File: src/core/reset_state_consts.svh
// reset and wake-up initial values for the peripheral and port register bank
// assumes a single core clock and reset-source pulses synchronous to it
// Functional notes
// RULE1: a wake from sleep by watchdog or interrupt sets a cause flag bit.
// RULE2: interrupt wake with a global enable set loads the matching vector.
// RULE3: that wake copies the program counter to top of stack and bumps pointer; the code skips both once the pointer is at 31.
// RULE4: port A bit 6 is live only in external-clock or RC modes with I/O.
// RULE5: port A bit 6 reads zero on variants that lack it.
// RULE6: converter control 0 resets to 0000 00-0 and holds across wake.
// RULE7: serial transmit status resets to 0000 -010 and holds across wake.
// RULE8: serial receive status resets to 0000 000x and holds across wake.
// RULE9: timer 3 control clears only on power-on or brown-out reset.
// RULE10: eeprom control 1 powers up xx-0 x000, later resets keep the x bits.
// RULE11: port E direction resets to 0000 -111 and holds across wake.
// RULE12: interrupt priority 2 resets to 1 1111 and holds across wake.
// RULE13: undefined reset bits are never relied on before software writes them.
`ifndef RESET_STATE_CONSTS_SVH
`define RESET_STATE_CONSTS_SVH
`define RSI_W 8
`define RSI_NREG 9
// index order 8..0: port_a_latch, port_a_dir, prio2, port_e_dir, eeprom1,
// timer3, rx, tx, conv0
`define RSI_POR_VALS {8'h00, 8'h7F, 8'h1F, 8'h07, 8'h00, 8'h00, 8'h00, 8'h02, 8'h00}
`define RSI_IMPL_MASKS {8'h7F, 8'h7F, 8'h1F, 8'hF7, 8'hDF, 8'hFF, 8'hFF, 8'hF7, 8'hFD}
`define RSI_KEEP_MASKS {8'h7F, 8'h00, 8'h00, 8'h00, 8'hC8, 8'hFF, 8'h01, 8'h00, 8'h00}
`define RSI_PC_W 21
`define RSI_VEC_HIGH 21'h000008
`define RSI_VEC_LOW 21'h000018
`define RSI_SP_W 5
`define RSI_STACK_DEPTH 31
`define RSI_RA6_BIT 3'h6
`define RSI_ICTL_WDT_BIT 3'h2
`define RSI_FLAG_RESET 8'h00
`endif

File: src/core/reset_state_pkg.sv
// types shared by the reset-state register bank
// assumes the constants header is included by the user
package reset_state_pkg;
  typedef enum logic [3:0] {
    SEL_CONV0 = 4'h0,
    SEL_TX = 4'h1,
    SEL_RX = 4'h2,
    SEL_TIMER3 = 4'h3,
    SEL_EEPROM1 = 4'h4,
    SEL_PORT_E_DIR = 4'h5,
    SEL_PRIO2 = 4'h6,
    SEL_PORT_A_DIR = 4'h7,
    SEL_PORT_A_LATCH = 4'h8,
    SEL_ICTL = 4'h9,
    SEL_PFLAG = 4'hA
  } reg_sel_t;
  typedef enum logic [2:0] {
    OSC_LP = 3'h0,
    OSC_XT = 3'h1,
    OSC_HS = 3'h2,
    OSC_HS_PLL = 3'h3,
    OSC_RC = 3'h4,
    OSC_EXT_CLK = 3'h5,
    OSC_EXT_CLK_IO = 3'h6,
    OSC_RC_IO = 3'h7
  } osc_mode_t;
  typedef enum logic [1:0] {
    ST_RUN = 2'b00,
    ST_SLEEP = 2'b01,
    ST_VECTOR = 2'b10
  } wake_state_t;
  typedef struct packed {
    logic en;
    reg_sel_t sel;
    logic [7:0] data;
  } wr_req_t;
  typedef struct packed {
    logic [7:0] conv0;
    logic [7:0] tx;
    logic [7:0] rx;
    logic [7:0] timer3;
    logic [7:0] eeprom1;
    logic [7:0] port_e_dir;
    logic [7:0] prio2;
    logic [7:0] port_a_dir;
    logic [7:0] port_a_latch;
    logic [7:0] port_a_pins;
    logic [7:0] ictl;
    logic [7:0] pflag;
  } regs_t;
  typedef struct packed {
    logic [7:0] upper;
    logic [7:0] high;
    logic [7:0] low;
  } stack_top_t;
endpackage

File: src/core/reset_state_initializer.sv
// reset-state register bank with wake-up vectoring and stack push
// assumes reset sources, wake events and writes are pulses on i_clk
`timescale 1ns/1ns
`include "reset_state_consts.svh"
module reset_state_initializer
  import reset_state_pkg::*;
#(
  parameter int STACK_DEPTH = `RSI_STACK_DEPTH
) (
  input wire logic i_clk,
  input wire logic i_rst,
  input wire logic i_por_bor,
  input wire logic i_other_rst,
  input wire logic i_sleep,
  input wire logic i_wake_wdt,
  input wire logic i_wake_irq,
  input wire logic i_wake_irq_high,
  input wire logic [7:0] i_wake_irq_flags,
  input wire logic i_high_prio_global_irq_enable,
  input wire logic i_low_prio_global_irq_enable,
  input wire logic [20:0] i_pc,
  input wire osc_mode_t i_osc_mode,
  input wire logic i_ra6_present,
  input wire logic [7:0] i_port_a_pins,
  input wire wr_req_t i_wr,
  output regs_t o_regs,
  output logic o_asleep,
  output logic o_pc_load,
  output logic [20:0] o_pc_vector,
  output stack_top_t o_stack_top,
  output logic [4:0] o_return_stack_pointer
);
  localparam logic [`RSI_NREG*8-1:0] POR_VALS = `RSI_POR_VALS;
  localparam logic [`RSI_NREG*8-1:0] IMPL_MASKS = `RSI_IMPL_MASKS;
  localparam logic [`RSI_NREG*8-1:0] KEEP_MASKS = `RSI_KEEP_MASKS;

  logic por;
  logic any_rst;
  logic ra6_live;
  logic [7:0] ra6_mask;
  logic [`RSI_NREG*8-1:0] bank;
  wake_state_t state_r;
  wake_state_t state_nxt;
  logic wake_irq_r;
  logic wake_high_r;
  logic vector_ok;
  logic [7:0] ictl_r;
  logic [7:0] ictl_nxt;
  logic [7:0] pflag_r;
  logic [7:0] pflag_nxt;
  logic pc_load_r;
  logic [20:0] pc_vector_r;
  logic [4:0] sp_r;
  logic [4:0] sp_nxt;
  logic [20:0] push_pc_r;
  logic [20:0] stack_mem [1:STACK_DEPTH];
  logic [20:0] tos_r;

  assign por = i_rst | i_por_bor;
  assign any_rst = por | i_other_rst;
  assign ra6_live = i_ra6_present &&
    (i_osc_mode == OSC_EXT_CLK_IO || i_osc_mode == OSC_RC_IO); // RULE4
  assign ra6_mask = ra6_live ? 8'hFF : ~(8'h01 << `RSI_RA6_BIT); // RULE5

  // register bank, one keeper per register
  genvar g;
  generate
    for (g = 0; g < `RSI_NREG; g = g + 1) begin : g_bank
      reg_keeper #(
        .POR_VAL(POR_VALS[g*8 +: 8]),
        .IMPL(IMPL_MASKS[g*8 +: 8]),
        .KEEP(KEEP_MASKS[g*8 +: 8])
      ) u_reg (
        .i_clk(i_clk),
        .i_por(por),
        .i_other_rst(i_other_rst),
        .i_wr(i_wr.en && i_wr.sel == reg_sel_t'(g)),
        .i_data(i_wr.data),
        .o_q(bank[g*8 +: 8])
      );
    end
  endgenerate

  // bank contents seen by software
  always_comb begin
    o_regs = '0;
    o_regs.conv0 = bank[0 +: 8]; // RULE6
    o_regs.tx = bank[8 +: 8]; // RULE7
    o_regs.rx = bank[16 +: 8]; // RULE8
    o_regs.timer3 = bank[24 +: 8]; // RULE9
    o_regs.eeprom1 = bank[32 +: 8]; // RULE10
    o_regs.port_e_dir = bank[40 +: 8]; // RULE11
    o_regs.prio2 = bank[48 +: 8]; // RULE12
    o_regs.port_a_dir = bank[56 +: 8] & ra6_mask; // RULE4
    o_regs.port_a_latch = bank[64 +: 8] & ra6_mask; // RULE4
    o_regs.port_a_pins = i_port_a_pins & 8'h7F & ra6_mask; // RULE5
    o_regs.ictl = ictl_r;
    o_regs.pflag = pflag_r;
  end

  // sleep and wake sequencing
  always_comb begin
    state_nxt = state_r;
    case (state_r)
      ST_RUN: begin
        if (i_sleep) begin
          state_nxt = ST_SLEEP;
        end
      end
      ST_SLEEP: begin
        if (i_wake_irq && vector_ok) begin
          state_nxt = ST_VECTOR;
        end else if (i_wake_irq || i_wake_wdt) begin
          state_nxt = ST_RUN;
        end
      end
      ST_VECTOR: begin
        state_nxt = ST_RUN;
      end
      default: begin
        state_nxt = ST_RUN;
      end
    endcase
  end

  assign vector_ok = i_wake_irq_high ? i_high_prio_global_irq_enable
                                     : i_low_prio_global_irq_enable;

  always_ff @(posedge i_clk) begin
    if (any_rst) begin
      state_r <= ST_RUN;
    end else begin
      state_r <= state_nxt;
    end
  end

  always_ff @(posedge i_clk) begin
    if (any_rst) begin
      wake_irq_r <= 1'b0;
      wake_high_r <= 1'b0;
      push_pc_r <= '0;
    end else if (state_r == ST_SLEEP && i_wake_irq) begin
      wake_irq_r <= 1'b1;
      wake_high_r <= i_wake_irq_high;
      push_pc_r <= i_pc;
    end else begin
      wake_irq_r <= 1'b0;
    end
  end
  assign o_asleep = (state_r == ST_SLEEP);

  // wake cause flags, hardware set wins over software write
  always_comb begin
    ictl_nxt = ictl_r;
    pflag_nxt = pflag_r;
    if (i_wr.en && i_wr.sel == SEL_ICTL) begin
      ictl_nxt = i_wr.data;
    end
    if (i_wr.en && i_wr.sel == SEL_PFLAG) begin
      pflag_nxt = i_wr.data;
    end
    if (state_r == ST_SLEEP && i_wake_wdt) begin
      ictl_nxt[`RSI_ICTL_WDT_BIT] = 1'b1; // RULE1
    end
    if (state_r == ST_SLEEP && i_wake_irq) begin
      pflag_nxt = pflag_nxt | i_wake_irq_flags; // RULE1
    end
  end

  always_ff @(posedge i_clk) begin
    if (any_rst) begin
      ictl_r <= `RSI_FLAG_RESET;
      pflag_r <= `RSI_FLAG_RESET;
    end else begin
      ictl_r <= ictl_nxt;
      pflag_r <= pflag_nxt;
    end
  end

  // vector load
  always_ff @(posedge i_clk) begin
    if (any_rst) begin
      pc_load_r <= 1'b0;
      pc_vector_r <= '0;
    end else if (state_r == ST_VECTOR) begin
      pc_load_r <= 1'b1; // RULE2
      pc_vector_r <= wake_high_r ? `RSI_VEC_HIGH : `RSI_VEC_LOW; // RULE2
    end else begin
      pc_load_r <= 1'b0;
    end
  end
  assign o_pc_load = pc_load_r;
  assign o_pc_vector = pc_vector_r;

  // return stack push
  always_comb begin
    sp_nxt = sp_r;
    if (state_r == ST_VECTOR && sp_r < 5'(STACK_DEPTH)) begin
      sp_nxt = sp_r + 5'h01; // RULE3
    end
  end

  always_ff @(posedge i_clk) begin
    if (any_rst) begin
      sp_r <= '0;
    end else begin
      sp_r <= sp_nxt;
    end
  end

  always_ff @(posedge i_clk) begin
    if (state_r == ST_VECTOR && !any_rst && sp_nxt != sp_r) begin
      stack_mem[sp_nxt] <= push_pc_r; // RULE3
    end
  end

  always_ff @(posedge i_clk) begin
    if (any_rst) begin
      tos_r <= '0;
    end else if (state_r == ST_VECTOR && sp_nxt != sp_r) begin
      tos_r <= push_pc_r; // RULE3
    end
  end
  assign o_stack_top = stack_top_t'({3'h0, tos_r});
  assign o_return_stack_pointer = sp_r;
endmodule

File: src/core/reg_keeper.sv
// one register with power-on, other-reset and software-write behaviour
// assumes reset pulses are synchronous and wake-up needs no action here
`timescale 1ns/1ns
`include "reset_state_consts.svh"
module reg_keeper #(
  parameter logic [7:0] POR_VAL = 8'h00,
  parameter logic [7:0] IMPL = 8'hFF,
  parameter logic [7:0] KEEP = 8'h00
) (
  input wire logic i_clk,
  input wire logic i_por,
  input wire logic i_other_rst,
  input wire logic i_wr,
  input wire logic [7:0] i_data,
  output logic [7:0] o_q
);
  logic [7:0] q_r;
  // unimplemented bits are held at zero in every case
  always_ff @(posedge i_clk) begin
    if (i_por) begin
      q_r <= POR_VAL & IMPL;
    end else if (i_other_rst) begin
      q_r <= ((q_r & KEEP) | (POR_VAL & ~KEEP)) & IMPL;
    end else if (i_wr) begin
      q_r <= i_data & IMPL;
    end
  end
  assign o_q = q_r;
endmodule

File: config.mk
export PLATFORM = sky130hd
export DESIGN_NAME = reset_state_initializer
export DESIGN_NICKNAME = d
export VERILOG_FILES = /design/src/core/reset_state_pkg.sv /design/src/core/reset_state_initializer.sv /design/src/core/reg_keeper.sv
export VERILOG_INCLUDE_DIRS = /design/src /design/src/core
export SDC_FILE = /design/constraint.sdc
export NUM_CORES = 1
export LEC_CHECK = 0
export BUFFER_PORTS_ARGS = -buffer_cell sky130_fd_sc_hd__buf_2
export CORE_ASPECT_RATIO = 0.9
export CORE_UTILIZATION = 54
export DETAILED_ROUTE_END_ITERATION = 16
export PLACE_DENSITY = 0.85
export SKIP_CTS_REPAIR_TIMING = 1
export SLEW_MARGIN = 20
export SYNTH_ARGS = -nofsm -noshare
export SYNTH_HDL_FRONTEND = slang
export SYNTH_SLANG_ARGS = --single-unit
File: constraint.sdc
create_clock -name i_clk -period 4.17 [get_ports i_clk]
set_clock_uncertainty 0.15 [all_clocks]
set_input_delay 0.6255 -clock i_clk [delete_from_list [all_inputs] [get_ports i_clk]]
set_output_delay 0.6255 -clock i_clk [all_outputs]
set_load 0.02 [all_outputs]
## Word level (Yosys, flattened, before mapping)

Cells that the tools add are included.

| cells by class | value |
|---|---|
| $lt $le $gt $ge | 1 |
| multiply operators | 0 |
| divide/modulo/power cells | 0 |
| equal/unequal tests | 17 |
| reductions and logical operators | 28 |
| bitwise gates (word level) | 7 |
| shift-type cells | 0 |
| mux-type cells | 13 |
| add/subtract/negate cells | 1 |

Operators by type and width:

| kind | number |
|---|---|
| $and A7 B8 Y8 | 3 |
| $logic_and A1 B1 Y1 | 17 |
| $eq A4 B3 Y1 const B | 4 |
| $mux W8 | 2 |
| $eq A4 B4 Y1 const B | 3 |
| $mux W5 | 2 |
| $reduce_and A2 Y1 | 5 |
| $eq A4 B2 Y1 const B | 2 |
| $or A8 B8 Y8 | 1 |
| $mux W7 | 1 |
| $eq A3 B3 Y1 const B | 2 |
| $mux W2 | 3 |
| $add A5 B1 Y5 const B | 1 |
| $lt A5 B5 Y1 const B | 1 |
| $ne A5 B5 Y1 | 1 |
| $eq A4 B1 Y1 const B | 1 |
| $logic_not A4 Y1 | 1 |
| $pmux W2 S2 | 1 |
| $mux W1 | 3 |
| $mux W3 | 1 |
| $ne A3 B1 Y1 const B | 1 |
| $eq A2 B1 Y1 const B | 1 |
| $eq A2 B2 Y1 const B | 1 |
| $logic_not A2 Y1 | 1 |
| 6 further kinds | 8 |

| word-level totals | value |
|---|---|
| output and inout port bits | 148 |
| bits in read-only memories | 0 |
| logic and storage cells | 88 |
| input port bits | 64 |
| memories | 0 |
| latch bits | 0 |
| bits in registers | 151 |
| bits in writable memories | 0 |

## Logic depth before layout (Yosys ltp)

Gate-level depths: netlist of run 1.

| logic depth | value |
|---|---|
| depth in word-level cells | 5 |
| depth in mapped cells | 6 |
| gate-level depth less buffers | 4 |

## By module

From an unflattened synthesis of run 1, not the netlist that was laid out.

| second synthesis, totals | value |
|---|---|
| cell total of the unflattened synthesis | 606 |
| area total of the unflattened synthesis | 5694.2 µm² |

By module, submodules not included:

| module | times used | cells each | seq. area each (µm²) | area an instance (µm²) |
|---|---|---|---|---|
| reset_state_initializer | 1 | 359 | 1381.3 | 3095.5 |
| reg_keeper at g_bank[3].u_reg | 1 | 34 | 160.2 | 359.1 |
| reg_keeper at g_bank[8].u_reg | 1 | 32 | 140.1 | 350.3 |
| reg_keeper at g_bank[4].u_reg | 1 | 29 | 140.1 | 309.0 |
| reg_keeper at g_bank[2].u_reg | 1 | 29 | 160.2 | 307.8 |
| reg_keeper at g_bank[5].u_reg | 1 | 25 | 140.1 | 267.8 |
| reg_keeper at g_bank[1].u_reg | 1 | 26 | 140.1 | 265.3 |
| reg_keeper at g_bank[7].u_reg | 1 | 25 | 140.1 | 265.3 |
| reg_keeper at g_bank[0].u_reg | 1 | 26 | 140.1 | 264.0 |
| reg_keeper at g_bank[6].u_reg | 1 | 21 | 100.1 | 210.2 |

## Worst setup path after synthesis of run 1

No wires, ideal clock.

| timing path | value |
|---|---|
| kind | input port to flip-flop |
| from | input i_wr[9] (netlist name) |
| to | register g_bank[8].u_reg.q_r[0] |
| setup time | 132 ps |
| data arrival time | 1578 ps |
| data required time | 3888 ps |
| path buffers | 2 |
| setup slack | 2310 ps |
| stages on the path | 5 |
| cell sequence | buf_6 > or4b_4 > buf_6 > o21ai_1 > a21oi_1 |

| on the way | value |
|---|---|
| cells in the longest elaborated chain, start to end | 3 |

Ends and longest elaborated chain:

| element | line | text |
|---|---|---|
| start: declaration | reset_state_initializer.sv:25 | `input wire wr_req_t i_wr,` |
| $eq A4 B4 Y1 | reset_state_initializer.sv:77 | `.i_wr(i_wr.en && i_wr.sel == reg_sel_t'(g)),` |
| $logic_and A1 B1 Y1 | reset_state_initializer.sv:77 |  |
| $reduce_and A2 Y1 (no line) | - |  |
| end signal: assignment | reg_keeper.sv:21 | `q_r <= POR_VAL & IMPL;` |
| end signal: assignment | reg_keeper.sv:23 | `q_r <= ((q_r & KEEP) \| (POR_VAL & ~KEEP)) & IMPL;` |
| end signal: assignment | reg_keeper.sv:25 | `q_r <= i_data & IMPL;` |
| end: declaration | reg_keeper.sv:17 | `logic [7:0] q_r;` |

Every way passes these cells.
A chain may end at the register's enable or synchronous reset.

## Final worst setup path of run 1

| timing path | value |
|---|---|
| from | register sp_r[0] (netlist: o_return_stack_pointer[0]) |
| to | register tos_r[7] |

| on the way | value |
|---|---|
| cells in the longest elaborated chain, start to end | 5 |
| elaborated cells between the ends (all ways) | 6 |
| those cells by class | 1 x add/sub; 1 x order compare; 1 x eq/ne; 1 x mux; 2 x reduce/logical |

Ends and longest elaborated chain:

| element | line | text |
|---|---|---|
| start: declaration | reset_state_initializer.sv:53 | `logic [4:0] sp_r;` |
| start signal: assignment | reset_state_initializer.sv:207 | `sp_r <= sp_nxt;` |
| $lt A5 B5 Y1 | reset_state_initializer.sv:198 | `if (state_r == ST_VECTOR && sp_r < 5'(STACK_DEPTH)) begin` |
| $logic_and A1 B1 Y1 | reset_state_initializer.sv:198 |  |
| $mux W5 | reset_state_initializer.sv:198 |  |
| $ne A5 B5 Y1 * | reset_state_initializer.sv:220 | `end else if (state_r == ST_VECTOR && sp_nxt != sp_r) begin` |
| $logic_and A1 B1 Y1 * | reset_state_initializer.sv:220 |  |
| end signal: assignment | reset_state_initializer.sv:221 | `tos_r <= push_pc_r;` |
| end: declaration | reset_state_initializer.sv:57 | `logic [20:0] tos_r;` |

Mark *: on every way between the ends. The rest lies on a longest branch, timed or not.

==> impl_metrics.toml, run 1 <==
[power]
switching_power_uw = 664
p_int_uw = 2250
power.density_nw_per_um2 = 429
p_clk_share_pct = 50.6
ir_worst_vdd_mv = 0.293
p_seq_share_pct = 43.5
power_frac_comb_pct = 5.9
sw_frac_of_total_pct = 22.8
power.leakage_uw = 0.00261

[cells_and_area]
stdcell_count = 953
fillCellCount = 991
final_util_pct = 62.3
nets = 854
drive_above_1_share_pct = 26.3
area_growth_pct = 11.7
antenna_cells = 0

[timing]
timing.setup.tns_ps = 0
slew_headroom_pct = 25.4
setup_viol = 0
fin_crit_sh_pct = 50.2
rsz0062_at_grt = "false"
hold_viol_final = 0
fin_crit_ps = 2090
drv_slew = 0
timing.fmax_ghz = 0.478
worstMarginPinSlew_ps = 1120

[synthesis]
yosys.area.top_type = "dfxtp_1"
synth-main-ff-cell = "dfxtp_1"
netlist_top_cells_area = "dfxtp_1 (43%), buf_4 (12%), a21oi_1 (7.2%)"
netlist_top_cells_count = "dfxtp_1 (132), buf_4 (99), nand2_1 (90)"
syn_inst = 734
ys_warn_count = 0
mappedNetlistArea_sq_um = 6080
synthArstFlopShare_pct = 0
yosysMostFrequentCell = "dfxtp_1"
yosysSeqAreaShare_pct = 43.5
synth-seq-cells = 132
synth_top_area_share_pct = 43.5
postSynthAreaPerCell_sq_um = 8.28
synth_cell_types = 44
synth_edf_count = 0

[clock_network]
cts_tree = "built"
insertion_delay_ps = 400
clock_sinks = 132
cts-root-buf = "clkbuf_16"
cts-buffers-inserted = 17
path_clk_slew_ps = 50
cts_max_path_buffers = 2
h-tree-depth = 4

[worst_setup_path]
worstPathRequired_ps = 4330
endpoint_kind = "register"
worst-setup-path-type = "reg2reg"
critPathLaunchType = "register"
critPathMaxFanout = 22
crit_arrival_ps = 2250

[place]
post-place-cells = 922
hpwl_um = 9640
gp_congestion = 0.808
portBuffers = 165

[global_route]
grt_pass1_vias = 4516
overflow = 0
grt_pass1_wl_um = 22900
antenna_found_initial = 0
grt_max_degree = 48
grt_use_total_pct = 25.2

[floorplanning]
chipWidth_um = 114
die_area_sq_um = 11700
pin_count = 212
rows = 36
core_area_sq_um = 10900
start_util_pct = 55.8
die_y_um = 103

[detailed_routing]
first_pass_iters = 5
ant_nets = 0
vias_per_cell = 5.50
wirelength_um = 14700
avgRoutedWirePerCell_um = 15.4
vias = 5244
drt_iter0_markers = 536
remaining_drc_errors = 0

[run]
max_cap_viol_count = 0

[worst_hold_path]
hp-class = "reg2reg"

[outcome]
status = "complete, no violations"
## registers in the layout, summed over array words and instances (netlist names)
signal and cells:
g_bank.u_reg.o_q 63, ictl_r 8, o_pc_load 1, o_pc_vector 2, o_return_stack_pointer 5, pflag_r 8
push_pc_r 21, state_r 2, tos_r 21, wake_high_r 1
## kinds of logic after synthesis
family | count (synthesis) | synth area share (%)
AND/OR/NAND/NOR | 226 | 18.5
AO/OA/AOI/OAI | 183 | 16.3
buffers and inverters | 168 | 17.6
flip-flops | 132 | 43.5
multiplexers | 23 | 3.79
adder cells (fa/ha/maj) | 1 | 0.206
other | 1 | 0.0617
## per-layer routing
layer  share of wire, %  global-route usage (%)  up-vias
met2                 46                    38.8      234
li1                   -                       -     2493
met3                8.1                    6.88       23
met5                  0                       0        -
met1                 45                    33.8     2494
met4                1.7                    9.69        0
## worst max-delay path, cell delays in order (launching register included)
cell     delay [ps]
dfxtp_1         350
and2_1          250
a41oi_4         940
mux2i_1         300
## final cells by class
type | instances | area [sq um] | area share, %
well taps | 152 | 190 | 2.80
repair buffers | 171 | 871 | 12.8
multi-input cells | 465 | 2500 | 36.8
flip-flops and latches | 132 | 2640 | 38.9
inverters | 2 | 7.51 | 0.111
clock inverters | 11 | 135 | 1.99
clock buffers | 20 | 447 | 6.58
## cells in the final DEF, fill, tap and decap left out, types with 2 or more instances in the layout
master      netlist  final
a21oi_1          87     87
a31oi_1           2      2
a32oi_1           8      8
a41oi_1           2      2
and2_1            5      5
and3b_1           3      2
buf_2            22    165
buf_4            99      6
bufinv_16         0      3
clkbuf_1         37      2
clkbuf_16         0     17
clkinv_2          0      6
clkinvlp_4        0      2
conb_1            1     32
dfxtp_1         132    132
inv_1             2      2
mux2i_1          23     23
nand2_1          90     90
nand2b_1          6      6
nand3_1          87     87
nand3b_1          4      4
nor2_1            5      5
nor2b_1           7      7
nor3_1            4      4
o21ai_0          69     69
o21ai_1          10     10
or2_2             2      2
## path summary, 6_finish.rpt
| check | start | end | slack, ps | cells past startpoint |
|---|---|---|---|---|
| worst max-delay path | o_return_stack_pointer[0]$_SDFF_PP0_ | tos_r[7]$_SDFFE_PP0P_ | 2080 | 3 |
| worst min-delay path | push_pc_r[0]$_SDFFE_PP0P_ | push_pc_r[0]$_SDFFE_PP0P_ | 300 | 2 |
| worst min register to register | push_pc_r[0]$_SDFFE_PP0P_ | push_pc_r[0]$_SDFFE_PP0P_ | 300 | 2 |
| worst max register to register | o_return_stack_pointer[0]$_SDFF_PP0_ | tos_r[7]$_SDFFE_PP0P_ | 2080 | 3 |
## power groups by stage
stage	clock (uW)	sequential, uW	combinational (uW)
after floorplan	0	1290	149
after global placement	0	1290	167
after detailed placement	0	1290	168
after CTS	1490	1270	169
after global routing	1550	1270	186
final	1480	1270	172
## through the flow
step,cell area (sq um),setup WS (ps),power [uW],hold slack [ps]
after floorplan,6190,2310,1440,281
after global placement,6200,1750,1460,288
after detailed placement,6200,1740,1460,297
after CTS,6780,2070,2920,295
after global routing,6790,1990,3000,294
final,6790,2080,2910,301
Note: power is estimated with default switching activity, not from simulation.
==> inputs of run 2 (changes only) <==
--- a/config.mk
+++ b/config.mk
@@ -6,11 +6,12 @@
 export SDC_FILE = /design/constraint.sdc
 export NUM_CORES = 1
 export LEC_CHECK = 0
+export ABC_AREA = 1
 export BUFFER_PORTS_ARGS = -buffer_cell sky130_fd_sc_hd__buf_2
 export CORE_ASPECT_RATIO = 0.9
-export CORE_UTILIZATION = 54
+export CORE_UTILIZATION = 45
 export DETAILED_ROUTE_END_ITERATION = 16
-export PLACE_DENSITY = 0.85
+export PLACE_DENSITY = 0.77
 export SKIP_CTS_REPAIR_TIMING = 1
 export SLEW_MARGIN = 20
 export SYNTH_ARGS = -nofsm -noshare
==> constraint.sdc (replaced) <==
create_clock -name i_clk -period 1.85 [get_ports i_clk]
set_clock_uncertainty 0.15 [all_clocks]
set_input_delay 0.2775 -clock i_clk [delete_from_list [all_inputs] [get_ports i_clk]]
set_output_delay 0.2775 -clock i_clk [all_outputs]
set_load 0.02 [all_outputs]
==> impl_metrics.toml, run 2 <==
[timing]
fin_crit_sh_pct = 87.1
worst_hold_slack_ps = -30.3
fin_crit_ps = 1610
drv_slew = 0
setup_slack_ps = 239
setup_viol = 0
hold_viol_final = 8
timing.fmax_ghz = 0.621
rsz0062_at_grt = "false"
timing.setup.tns_ps = 0

[cells_and_area]
fillCellCount = 1156
regArea_sq_um = 2640
area_growth_pct = 16.7
multi_input_area_sq_um = 2060
nets = 910
drive_above_1_share_pct = 26.5
final_common_cell = "buf_2"
antenna_cells = 0
final_util_pct = 54.9
largest_reg_flops = 63
layout_common_cells = "buf_2 (165), dfxtp_1 (132), nor2_1 (92)"

[worst_setup_path]
endpoint_kind = "output port"
max_stage_delay_ps = 350
crit_path_top_delay_cell = "dfxtp_1"
worstPathRequired_ps = 1420
worst-setup-path-type = "reg2out"
crit_arrival_ps = 1180
path_delay_family = "flip-flops"
critPathLaunchType = "register"
critPathMaxFanout = 7
path_buf_inv = 2
worstPathCellList = "inv_2 > nor2_4 > buf_2"

[floorplanning]
rows = 38
die_area_sq_um = 13300
core_area_sq_um = 12300
chipWidth_um = 121
die_y_um = 109
start_util_pct = 47.1
pin_count = 212

[global_route]
grt_use_total_pct = 20.0
overflow = 0
grt_pass1_vias = 4152
grt_max_degree = 44
grt_pass1_wl_um = 20400
antenna_found_initial = 0

[clock_network]
path_clk_slew_ps = 50
insertion_delay_ps = 400
clock_sinks = 132
cts_tree = "built"
cts_max_path_buffers = 2
cts-buffers-inserted = 17
h-tree-depth = 4
cts-root-buf = "clkbuf_16"

[place]
hpwl_um = 9110
portBuffers = 165
dpl_worst_slack_ps = 219
gp_congestion = 0.838

[synthesis]
synth_cell_types = 29
netlist_top_cells_area = "dfxtp_1 (46%), buf_4 (14%), nor2_1 (6.0%)"
yosysMostFrequentCell = "dfxtp_1"
synth.mux.area_fraction_pct = 0
syn_inst = 744
synthSimpleGateAreaFrac_pct = 18.5
synthXorXnorAreaFrac_pct = 0.152
yosysSeqAreaShare_pct = 45.8
synth_edf_count = 0
netlist_top_cells_count = "dfxtp_1 (132), buf_4 (104), nor2_1 (93)"
synthArstFlopShare_pct = 0
ys_warn_count = 0
yosys.area.top_type = "dfxtp_1"
postSynthAreaPerCell_sq_um = 7.76
synth_fa_ha_area_share_pct = 0.217
synth_compound_gate_area_share_pct = 14.7
synth-main-ff-cell = "dfxtp_1"
synth_top_family_by_area = "buffers and inverters"
mappedNetlistArea_sq_um = 5770
synth-seq-cells = 132
synth_top_area_share_pct = 45.8

[detailed_routing]
avgRoutedWirePerCell_um = 12.9
remaining_drc_errors = 0
drt_iter0_markers = 246
first_pass_iters = 4
vias_per_cell = 4.63
ant_nets = 0
vias = 4711
wirelength_um = 13100

[power]
power.leakage_uw = 0.00309
ir_worst_vdd_mv = 0.570
power.density_nw_per_um2 = 969

[outcome]
violations = "hold timing"
status = "complete, but fails checks"

[run]
max_cap_viol_count = 0

[worst_hold_path]
hp-class = "in2reg"
==> run 2: cell types whose count changed after synthesis, moves of 8 or more <==
cell	change
mux2i_1	-23
nand3_1	-39
clkbuf_1	-28
a21oi_1	-24
buf_2	-11
o211ai_1	+15
inv_1	+68
nor2_1	+88
a32oi_1	-8
==> run 2: power by group <==
group / switching, uW / internal, uW
logic: 244 / 98.9
registers: 4.42 / 2850
clock network: 1190 / 2140
==> run 2: logic make-up after synthesis <==
| family | Yosys count |
|---|---|
| and+or+nand+nor | 244 |
| xor gates and xnor gates | 1 |
| buffers and inverters | 205 |
| DFF | 132 |
| adders and majority gates | 1 |
| other | 1 |
| AOI/OAI and AO/OA | 160 |
==> run 2: area by class of cell <==
cell class              instances  area share, %
inverters                      77           4.29
repair buffers                179           14.3
flip-flops and latches        132           39.2
well taps                     160           2.97
clock inverters                10           1.97
multi-input cells             438           30.6
clock buffers                  21           6.68
==> run 2: worst min-delay path: cells and delay by family <==
| family | cells | cell delay [ps] |
|---|---|---|
| AO/OA/AOI/OAI | 1 | 60 |
| buffers and inverters | 2 | 120 |
==> run 2: path summary, 6_finish.rpt <==
check,startpoint,end,slack (ps),depth (start not counted)
worst max register to register,o_return_stack_pointer[2]$_SDFF_PP0_,tos_r[9]$_SDFFE_PP0P_,260,7
worst max-delay path,state_r[0]$_SDFFE_PP0P_,o_asleep,240,3
worst min register to register,wake_high_r$_SDFFE_PP0P_,o_pc_vector[4]$_SDFFE_PP0P_,290,1
worst min-delay path,i_wake_irq_flags[2],pflag_r[2]$_SDFF_PP0_,-30,3
==> run 2: stage by stage <==
stage	cells	total power (uW)	cell area, sq um
floorplan	775	3200	5890
detailed placement	983	3260	6130
CTS	1014	6570	6710
global route	1017	6740	6740
finish	1017	6530	6740
global placement	983	3250	6130
==> run 2: routing by layer <==
metal	routed length [um]	vias up	GRT usage, %
met5	0	-	0
li1	-	2459	-
met2	6070	129	32.3
met3	779	19	5.50
met1	6100	2104	25.5
met4	158	0	7.76
